## src/hdl/bsbse_pkg.sv

```systemverilog
/*
 Shared constants, enumerations and carrier structs of the branch, skip,
 bit and shift execution unit.
 Assumes a single core clock domain and an 8-bit data path.
*/
package bsbse_pkg;
	localparam int W_DATA = 8;
	localparam int W_PC = 16;
	localparam int W_OFS = 7;
	localparam int W_IOA = 5;
	localparam int W_RA = 2;
	localparam int NIB_W = 4;
	// Status register bit positions
	localparam logic [2:0] FLG_C = 3'h0;
	localparam logic [2:0] FLG_Z = 3'h1;
	localparam logic [2:0] FLG_N = 3'h2;
	localparam logic [2:0] FLG_V = 3'h3;
	localparam logic [2:0] FLG_S = 3'h4;
	localparam logic [2:0] FLG_H = 3'h5;
	localparam logic [2:0] FLG_T = 3'h6;
	localparam logic [2:0] FLG_I = 3'h7;
	localparam int BIT_MSB = 7;
	localparam logic [7:0] BIT_ONE = 8'h01;
	localparam logic [7:0] DATA_ZERO = 8'h00;
	// Register port map
	localparam logic [1:0] REG_STATUS = 2'h0;
	localparam logic [1:0] REG_PC_LO = 2'h1;
	localparam logic [1:0] REG_PC_HI = 2'h2;
	localparam logic [1:0] REG_RESULT = 2'h3;
	localparam logic [7:0] STATUS_RST = 8'h00;
	localparam logic [15:0] PC_RST = 16'h0000;
	// Program counter steps
	localparam logic [15:0] PC_STEP_NEXT = 16'h0001;
	localparam logic [15:0] PC_SKIP_ONE = 16'h0002;
	localparam logic [15:0] PC_SKIP_TWO = 16'h0003;
	// Cycle counts
	localparam logic [1:0] CYC_TAKEN = 2'h2;
	localparam logic [1:0] CYC_SKIP_ONE = 2'h2;
	localparam logic [1:0] CYC_SKIP_TWO = 2'h3;
	localparam logic [1:0] CYC_STALL_BASE = 2'h2;
	localparam logic [1:0] CNT_ZERO = 2'h0;
	localparam logic [1:0] CNT_ONE = 2'h1;

	typedef enum logic [4:0] {
		OP_NOP = 5'h00,
		OP_SKIP_IF_IO_BIT_SET = 5'h01,
		OP_BRANCH_STATUS_BIT_SET = 5'h02,
		OP_BRANCH_STATUS_BIT_CLEAR = 5'h03,
		OP_BRANCH_EQUAL = 5'h04,
		OP_BRANCH_NOT_EQUAL = 5'h05,
		OP_BRANCH_CARRY_SET = 5'h06,
		OP_BRANCH_CARRY_CLEAR = 5'h07,
		OP_BRANCH_SAME_OR_HIGHER = 5'h08,
		OP_BRANCH_LOWER = 5'h09,
		OP_BRANCH_MINUS = 5'h0a,
		OP_BRANCH_PLUS = 5'h0b,
		OP_BRANCH_SIGNED_GE = 5'h0c,
		OP_BRANCH_SIGNED_LT = 5'h0d,
		OP_BRANCH_HALFCARRY_SET = 5'h0e,
		OP_BRANCH_HALFCARRY_CLEAR = 5'h0f,
		OP_BRANCH_OVERFLOW_CLEAR = 5'h10,
		OP_BRANCH_IRQ_ENABLED = 5'h11,
		OP_IO_BIT_SET = 5'h12,
		OP_IO_BIT_CLEAR = 5'h13,
		OP_SHIFT_LEFT_LOGICAL = 5'h14,
		OP_SHIFT_RIGHT_LOGICAL = 5'h15,
		OP_SHIFT_RIGHT_ARITH = 5'h16,
		OP_ROTATE_LEFT_CARRY = 5'h17,
		OP_ROTATE_RIGHT_CARRY = 5'h18,
		OP_STATUS_FLAG_SET = 5'h19,
		OP_STATUS_FLAG_CLEAR = 5'h1a,
		OP_STORE_BIT_TO_TRANSFER_FLAG = 5'h1b,
		OP_LOAD_BIT_FROM_TRANSFER_FLAG = 5'h1c,
		OP_SWAP_NIBBLES = 5'h1d
	} bsbse_op_t;

	typedef enum logic [1:0] {
		ST_IDLE = 2'b00,
		ST_STALL = 2'b01,
		ST_IO_RMW = 2'b10
	} bsbse_fsm_t;

	typedef struct packed {
		logic valid;
		bsbse_op_t op;
		logic [2:0] bsel;
		logic [W_OFS-1:0] ofs;
		logic [W_IOA-1:0] io_addr;
		logic [W_DATA-1:0] opnd;
		logic next_two_word;
	} bsbse_cmd_t;

	typedef struct packed {
		logic done;
		logic wr_en;
		logic [W_DATA-1:0] data;
		logic [W_PC-1:0] pc;
		logic [W_DATA-1:0] status;
	} bsbse_res_t;

	typedef struct packed {
		logic rd;
		logic wr;
		logic [W_IOA-1:0] addr;
		logic [W_DATA-1:0] wdata;
	} bsbse_io_t;
endpackage

```

## src/hdl/branch_skip_bit_shift_exec.sv

```systemverilog
/*
 Execution unit for conditional branches, the I/O bit skip, I/O bit set
 and clear, shifts and rotates, status flag transfers and nibble swap.
 Assumes the core hands over one decoded command at a time with the
 working register value, and that the I/O space answers a read in the
 same cycle as its read strobe.
*/
`timescale 1ns/10ps
module branch_skip_bit_shift_exec (
	// Clock and reset
	input wire logic i_clk_sys,
	input wire logic i_rst_n,
	// Command
	input wire bsbse_pkg::bsbse_cmd_t i_cmd,
	output logic o_ready,
	// Result
	output bsbse_pkg::bsbse_res_t o_res,
	// I/O space
	output bsbse_pkg::bsbse_io_t o_io,
	input wire logic [7:0] i_io_rdata,
	// Register port
	input wire logic [1:0] i_reg_addr,
	input wire logic [7:0] i_reg_wdata,
	input wire logic i_reg_wr,
	input wire logic i_reg_rd,
	output logic [7:0] o_reg_rdata
);
	import bsbse_pkg::*;

	typedef struct packed {
		bsbse_fsm_t fsm;
		logic [1:0] cnt;
		bsbse_op_t op;
		logic [W_DATA-1:0] mask;
		logic [W_PC-1:0] pc;
		logic [W_DATA-1:0] status;
		bsbse_res_t res;
		bsbse_io_t io;
		logic [W_DATA-1:0] rdata;
	} bsbse_state_t;

	bsbse_state_t st_ff;
	bsbse_state_t nxt_st;

	function automatic logic branch_cond(bsbse_op_t op, logic [7:0] sr, logic [2:0] b);
		logic c;
		c = 1'b0;
		case (op)
			OP_BRANCH_STATUS_BIT_SET: c = sr[b];
			OP_BRANCH_STATUS_BIT_CLEAR: c = !sr[b];
			OP_BRANCH_EQUAL: c = sr[FLG_Z];
			OP_BRANCH_NOT_EQUAL: c = !sr[FLG_Z];
			OP_BRANCH_CARRY_SET: c = sr[FLG_C];
			OP_BRANCH_CARRY_CLEAR: c = !sr[FLG_C];
			OP_BRANCH_SAME_OR_HIGHER: c = !sr[FLG_C];
			OP_BRANCH_LOWER: c = sr[FLG_C];
			OP_BRANCH_MINUS: c = sr[FLG_N];
			OP_BRANCH_PLUS: c = !sr[FLG_N];
			OP_BRANCH_SIGNED_GE: c = !(sr[FLG_N] ^ sr[FLG_V]);
			OP_BRANCH_SIGNED_LT: c = sr[FLG_N] ^ sr[FLG_V];
			OP_BRANCH_HALFCARRY_SET: c = sr[FLG_H];
			OP_BRANCH_HALFCARRY_CLEAR: c = !sr[FLG_H];
			OP_BRANCH_OVERFLOW_CLEAR: c = !sr[FLG_V];
			OP_BRANCH_IRQ_ENABLED: c = sr[FLG_I];
			default: c = 1'b0;
		endcase
		return c;
	endfunction

	always_comb begin
		logic [W_DATA-1:0] a;
		logic [W_DATA-1:0] r;
		logic [W_DATA-1:0] bmask;
		logic cout;
		logic [W_PC-1:0] disp;
		logic [1:0] cyc;
		a = i_cmd.opnd;
		r = DATA_ZERO;
		cout = 1'b0;
		bmask = BIT_ONE << i_cmd.bsel;
		disp = W_PC'($signed(i_cmd.ofs));
		cyc = CNT_ONE;
		nxt_st = st_ff;
		nxt_st.res.done = 1'b0;
		nxt_st.io.rd = 1'b0;
		nxt_st.io.wr = 1'b0;
		nxt_st.rdata = DATA_ZERO;
		// Register port, read returns the value before any same-cycle write
		if (i_reg_rd) begin
			case (i_reg_addr)
				REG_STATUS: nxt_st.rdata = st_ff.status;
				REG_PC_LO: nxt_st.rdata = st_ff.pc[W_DATA-1:0];
				REG_PC_HI: nxt_st.rdata = st_ff.pc[W_PC-1:W_DATA];
				REG_RESULT: nxt_st.rdata = st_ff.res.data;
				default: nxt_st.rdata = DATA_ZERO;
			endcase
		end
		if (i_reg_wr) begin
			case (i_reg_addr)
				REG_STATUS: nxt_st.status = i_reg_wdata;
				REG_PC_LO: nxt_st.pc[W_DATA-1:0] = i_reg_wdata;
				REG_PC_HI: nxt_st.pc[W_PC-1:W_DATA] = i_reg_wdata;
				default: nxt_st.pc = nxt_st.pc;
			endcase
		end
		case (st_ff.fsm)
			ST_IDLE: begin
				if (i_cmd.valid) begin
					nxt_st.op = i_cmd.op;
					nxt_st.res.wr_en = 1'b0;
					nxt_st.res.data = a;
					nxt_st.pc = nxt_st.pc + PC_STEP_NEXT;
					case (i_cmd.op)
						OP_SKIP_IF_IO_BIT_SET: begin
							if ((a & bmask) != DATA_ZERO) begin
								// Skip over a one or two word instruction
								if (i_cmd.next_two_word) begin
									nxt_st.pc = st_ff.pc + PC_SKIP_TWO;
									cyc = CYC_SKIP_TWO;
								end else begin
									nxt_st.pc = st_ff.pc + PC_SKIP_ONE;
									cyc = CYC_SKIP_ONE;
								end
							end
						end
						OP_BRANCH_STATUS_BIT_SET, OP_BRANCH_STATUS_BIT_CLEAR,
						OP_BRANCH_EQUAL, OP_BRANCH_NOT_EQUAL,
						OP_BRANCH_CARRY_SET, OP_BRANCH_CARRY_CLEAR,
						OP_BRANCH_SAME_OR_HIGHER, OP_BRANCH_LOWER,
						OP_BRANCH_MINUS, OP_BRANCH_PLUS,
						OP_BRANCH_SIGNED_GE, OP_BRANCH_SIGNED_LT,
						OP_BRANCH_HALFCARRY_SET, OP_BRANCH_HALFCARRY_CLEAR,
						OP_BRANCH_OVERFLOW_CLEAR, OP_BRANCH_IRQ_ENABLED: begin
							if (branch_cond(i_cmd.op, nxt_st.status, i_cmd.bsel)) begin
								// Target is PC plus signed offset plus one
								nxt_st.pc = st_ff.pc + disp + PC_STEP_NEXT;
								cyc = CYC_TAKEN;
							end
						end
						OP_IO_BIT_SET, OP_IO_BIT_CLEAR: begin
							// Read then write back the addressed I/O register
							nxt_st.io.rd = 1'b1;
							nxt_st.io.addr = i_cmd.io_addr;
							nxt_st.mask = bmask;
						end
						OP_SHIFT_LEFT_LOGICAL: begin
							r = {a[BIT_MSB-1:0], 1'b0};
							cout = a[BIT_MSB];
						end
						OP_SHIFT_RIGHT_LOGICAL: begin
							r = {1'b0, a[BIT_MSB:1]};
							cout = a[0];
						end
						OP_SHIFT_RIGHT_ARITH: begin
							r = {a[BIT_MSB], a[BIT_MSB:1]};
							cout = a[0];
						end
						OP_ROTATE_LEFT_CARRY: begin
							r = {a[BIT_MSB-1:0], nxt_st.status[FLG_C]};
							cout = a[BIT_MSB];
						end
						OP_ROTATE_RIGHT_CARRY: begin
							r = {nxt_st.status[FLG_C], a[BIT_MSB:1]};
							cout = a[0];
						end
						OP_STATUS_FLAG_SET: nxt_st.status[i_cmd.bsel] = 1'b1;
						OP_STATUS_FLAG_CLEAR: nxt_st.status[i_cmd.bsel] = 1'b0;
						OP_STORE_BIT_TO_TRANSFER_FLAG: nxt_st.status[FLG_T] = a[i_cmd.bsel];
						OP_LOAD_BIT_FROM_TRANSFER_FLAG: begin
							nxt_st.res.data[i_cmd.bsel] = nxt_st.status[FLG_T];
							nxt_st.res.wr_en = 1'b1;
						end
						OP_SWAP_NIBBLES: begin
							nxt_st.res.data = {a[NIB_W-1:0], a[W_DATA-1:NIB_W]};
							nxt_st.res.wr_en = 1'b1;
						end
						default: nxt_st.res.wr_en = 1'b0;
					endcase
					// Shift and rotate result with Z C N V update
					if (i_cmd.op inside {OP_SHIFT_LEFT_LOGICAL, OP_SHIFT_RIGHT_LOGICAL,
						OP_SHIFT_RIGHT_ARITH, OP_ROTATE_LEFT_CARRY, OP_ROTATE_RIGHT_CARRY}) begin
						nxt_st.res.data = r;
						nxt_st.res.wr_en = 1'b1;
						nxt_st.status[FLG_C] = cout;
						nxt_st.status[FLG_Z] = (r == DATA_ZERO);
						nxt_st.status[FLG_N] = r[BIT_MSB];
						nxt_st.status[FLG_V] = r[BIT_MSB] ^ cout;
					end
					if (i_cmd.op inside {OP_IO_BIT_SET, OP_IO_BIT_CLEAR}) begin
						nxt_st.pc = st_ff.pc;
						nxt_st.fsm = ST_IO_RMW;
					end else if (cyc == CNT_ONE) begin
						// Not-taken branch or single-cycle op
						nxt_st.res.done = 1'b1;
					end else begin
						nxt_st.fsm = ST_STALL;
						nxt_st.cnt = cyc - CYC_STALL_BASE;
					end
				end
			end
			ST_STALL: begin
				if (st_ff.cnt == CNT_ZERO) begin
					nxt_st.res.done = 1'b1;
					nxt_st.fsm = ST_IDLE;
				end else begin
					nxt_st.cnt = st_ff.cnt - CNT_ONE;
				end
			end
			ST_IO_RMW: begin
				nxt_st.io.wr = 1'b1;
				if (st_ff.op == OP_IO_BIT_SET) begin
					nxt_st.io.wdata = i_io_rdata | st_ff.mask;
				end else begin
					nxt_st.io.wdata = i_io_rdata & ~st_ff.mask;
				end
				nxt_st.res.data = nxt_st.io.wdata;
				nxt_st.pc = nxt_st.pc + PC_STEP_NEXT;
				nxt_st.res.done = 1'b1;
				nxt_st.fsm = ST_IDLE;
			end
			default: nxt_st.fsm = ST_IDLE;
		endcase
		nxt_st.res.pc = nxt_st.pc;
		nxt_st.res.status = nxt_st.status;
	end

	always_ff @(posedge i_clk_sys or negedge i_rst_n) begin
		if (!i_rst_n) begin
			st_ff <= '{fsm: ST_IDLE, cnt: CNT_ZERO, op: OP_NOP, mask: DATA_ZERO,
				pc: PC_RST, status: STATUS_RST,
				res: '{done: 1'b0, wr_en: 1'b0, data: DATA_ZERO, pc: PC_RST, status: STATUS_RST},
				io: '{rd: 1'b0, wr: 1'b0, addr: '0, wdata: DATA_ZERO},
				rdata: DATA_ZERO};
		end else begin
			st_ff <= nxt_st;
		end
	end

	// Outputs
	assign o_ready = (st_ff.fsm == ST_IDLE);
	assign o_res = st_ff.res;
	assign o_io = st_ff.io;
	assign o_reg_rdata = st_ff.rdata;
endmodule // branch_skip_bit_shift_exec

```

## config.mk

```make
export PLATFORM = sky130hd
export DESIGN_NAME = branch_skip_bit_shift_exec
export DESIGN_NICKNAME = d
export VERILOG_FILES = /design/src/hdl/bsbse_pkg.sv /design/src/hdl/branch_skip_bit_shift_exec.sv
export SDC_FILE = /design/constraint.sdc
export NUM_CORES = 1
export LEC_CHECK = 0
export ABC_AREA = 1
export BUFFER_PORTS_ARGS = -buffer_cell sky130_fd_sc_hd__buf_2
export CAP_MARGIN = 10
export CORE_MARGIN = 4
export CORE_UTILIZATION = 40
export DETAILED_ROUTE_END_ITERATION = 10
export PLACE_DENSITY = 0.66
export SLEW_MARGIN = 30
export SYNTH_ARGS = -nofsm -noshare
export SYNTH_HDL_FRONTEND = slang
export SYNTH_SLANG_ARGS = --single-unit
export TNS_END_PERCENT = 5
```

## constraint.sdc

```tcl
create_clock -name i_clk_sys -period 2.65 [get_ports i_clk_sys]
set_clock_uncertainty 0.15 [all_clocks]
set_input_delay 0.53 -clock i_clk_sys [delete_from_list [all_inputs] [get_ports i_clk_sys]]
set_output_delay 0.53 -clock i_clk_sys [all_outputs]
set_load 0.01 [all_outputs]
```

==> impl_summary.log <==
INFO  metric grt_pass1_vias = 7840
INFO  metric worst_skew_pair.late_latency = roughly 0.35 ns
INFO  metric max_stage_delay = approximately 0.21 ns
INFO  metric critical_path.cell_chain = buf_2 > nor2_4 > buf_6 > nand3_1 > nand2_1 > nand2_1 > nand2_1 > inv_1 > nand2_1 > nand2_1 > nand2_1 > nand2_1 > nor2_4 > buf_12 > nor2_1 > o21ai_2 > nand4_1 > nand2_1 > nand2_1
INFO  metric firstDrtPassIters = 6
INFO  metric io_buffer_count = roughly 110
INFO  metric pin_count_of_the_biggest_net_entering_global_routing = 49
INFO  metric num-fill-cells = 1873
INFO  metric synth.cells.most_frequent = sky130_fd_sc_hd__nand2_1 (310), sky130_fd_sc_hd__inv_1 (141), sky130_fd_sc_hd__nor2_1 (109)
INFO  metric dpl_worst_slack = -0.314 ns
INFO  metric final-setup-viol-count = 0
INFO  metric cts.root.buffer_cell = sky130_fd_sc_hd__clkbuf_16
INFO  metric dr_total_vias = 8520
INFO  metric power-per-cell-area = around 940 nW/um^2
INFO  metric finalCriticalPeriod = 2.52 ns
INFO  metric clk_pin_slew_worst_paths = 0.07 ns
INFO  metric routed_wire_length_per_instance = 18.0 um
INFO  metric floorplan.io_pins = 110
INFO  metric cts_tree = done
INFO  metric setup.worst_path.class = in -> reg
INFO  metric p_leak = slightly below 5 nW
INFO  metric fp.coreArea = 18000 sq um
INFO  metric ys_ff_latch = 74
INFO  metric synthArstFlopShare = 100%
INFO  metric placementRows = 49
INFO  metric detail_route.iter0.violations = 785
INFO  metric synth_edf_count = 0
INFO  metric routability_driven_placement_congestion_ratio = 1.02
INFO  metric sequential_area_share_after_synthesis = 25.2%
INFO  metric post-synth-top-area-cell = sky130_fd_sc_hd__dfrtp_1
INFO  metric startpoint = i_reg_addr[0]
INFO  metric synth_cell_types = 52
INFO  metric worst_hold_startpoint = i_cmd[10]
INFO  metric max_slew.worst_pin.slew = 0.688 ns
INFO  metric number_of_antenna_violations_at_the_first_check_in_global_routing = 0
INFO  metric worst_setup_path_start_kind = input port
INFO  metric yosys.area.top_type_share = 25.2%
INFO  metric synth_area = 7340 sq um
INFO  metric synth_top_cells_by_area = sky130_fd_sc_hd__dfrtp_1 (25%), sky130_fd_sc_hd__nand2_1 (16%), sky130_fd_sc_hd__inv_1 (7.2%)
INFO  metric status = complete, no violations
INFO  metric global_route_wire_length_before_repair = approximately 43000 um
INFO  metric final_hold_viol_count = 0
INFO  metric post_synthesis_area_per_instance = around 6.4 sq um
INFO  metric global_route.overflow_total = 0
INFO  metric final_layout_size_suffix_gt1_share = 26.1%
INFO  metric syn_nets = around 1200
INFO  metric worst_hold_path_type = in -> reg
INFO  metric syn-instance-count = 1154
INFO  metric overall_die_area = just over 20000 sq um
INFO  metric cts_sinks = 74
INFO  metric die_w = 143 um
INFO  metric cpMostUsedCell = sky130_fd_sc_hd__nand2_1
INFO  metric worstReg2RegStart = st_ff[97]
INFO  metric slew_headroom = a little over half
INFO  metric die_h = approximately 140 um
INFO  metric yosys_warnings = 0
INFO  metric num-nets-final = around 1400
INFO  metric cp_data_required_time = 2.75 ns
INFO  metric post-route-period-util = between 90 and 100%
INFO  metric max-clock-path-buffers = 2
INFO  metric timing.critical_path.fanout_max = 10
INFO  metric route.detailed.drc = 0
INFO  metric synthFlopType = sky130_fd_sc_hd__dfrtp_1
INFO  metric synth.most_common_cell = sky130_fd_sc_hd__nand2_1
INFO  metric rsz0062_at_grt = true
INFO  metric fin_hold_ws = 0.234 ns
INFO  metric initial_core_util = 40.7%
INFO  metric number_of_antenna_cells_inserted = 0
INFO  metric worst-endpoint-arrival = ~2.6 ns
INFO  metric final.setup.worst_slack = 0.129 ns
INFO  metric route.antenna.remaining_nets = 0
INFO  metric ir_worst_vdd = ~570 uV
INFO  metric max_cap_violations = 0
INFO  metric finalWirelength = 28500 um
INFO  metric globalRouteTotalUtil = between 20 and 30%
INFO  metric final-max-slew-violation-count = 0
INFO  metric cts_made_buffers = 9
INFO  metric reg2reg_slack = 0.13 ns
INFO  metric areaGrowthSynthToFinish = 25.7%
INFO  metric critPathCaptureType = flop
INFO  metric timing.critical_path.slowest_stage_cell = sky130_fd_sc_hd__nor2_4
INFO  metric clock.fmax = 397 MHz
INFO  metric htree_levels = 3
INFO  metric post_drt_via_cell_ratio = 5.38
INFO  metric totalPowerFinal = 0.00869 W
INFO  metric hpwl = 22700 um
where the power goes:
part / switching (W) / internal, W
Clock: 0.000571 / 0.000747
Combinational: 0.00321 / 0.00219
Sequential: 0.000389 / 0.00157
Total: 0.00417 / 0.00451
final timing paths:
check	endpoint	cells after the start
max in group asynchronous	st_ff[94]	3
max	o_res[11]	19
min	o_io[9]	3
min reg2reg	o_io[12]	2
min in group asynchronous	o_io[11]	2
max reg2reg	o_res[24]	8
cell type report:
class / count / area [sq um] / area share (%)
repair buffers: 268 / 1790 / 19.4
clock buffers: 9 / 225 / 2.44
multi-input cells: 842 / 4410 / 47.8
well taps: 229 / 287 / 3.11
clock inverters: 7 / 83.8 / 0.909
flip-flops and latches: 74 / 1850 / 20.1
inverters: 155 / 584 / 6.33
cells in the final DEF, fill, tap and decap left out, drive strengths merged, types with 6 or more instances in the layout:
cell type and n:
dfrtp 74, nor3 13, nand4 12, nor2 116
nand2 319, xor2 14, a31oi 7, a21oi 54
a221oi 8, clkbuf 9, buf 267, xnor2 9
o221ai 8, o22ai 15, ha 20, nand3 93
o211ai 6, o21ai 113, inv 156
layer usage:
metal | routed length (um) | vias up | GRT usage [%]
li1 | - | 4133 | -
met1 | 12900 | 3967 | 38.0
met2 | 12400 | 359 | 40.9
met3 | 2070 | 61 | 4.66
met4 | 1140 | 0 | 10.3
met5 | 0 | - | 0
worst max-delay path: cells and delay by family:
kind | cells | cell delay, ns
AOI/OAI and AO/OA | 1 | 0.19
buffers and inverters | 4 | 0.47
and+or+nand+nor | 14 | 1.41
sequential cells by signal (all words and copies together) (netlist names):
signal       cells
o_res           34
st_ff           17
o_io            15
o_reg_rdata      8
what timing repair did:
action / in CTS / in global routing
setup endpoints to repair: 0 / 23
hold buffers: 1 / 0
setup buffers: 0 / 7
endpoints found under the hold margin: 26 / 0
resized for setup: 0 / 24
stage by stage:
step	instance area, sq um	utilization [%]	setup TNS, ns	instances
after global routing	9220	51.2	-0.172	1584
after CTS	9080	50.4	0	1576
final	9220	51.2	0	1584
after detailed placement	8760	48.6	-3.38	1559
after global placement	8760	48.6	-2.95	1559
after floorplan	7340	-	0	1154
kinds of logic after synthesis:
family | after synthesis | synth area share [%]
compound gates | 237 | 19.5
xor+xnor | 23 | 2.75
fa+ha+maj | 21 | 3.68
buf+inv | 239 | 15.9
flops | 74 | 25.2
simple gates | 560 | 32.9
Power figures use the tool's default switching activity.
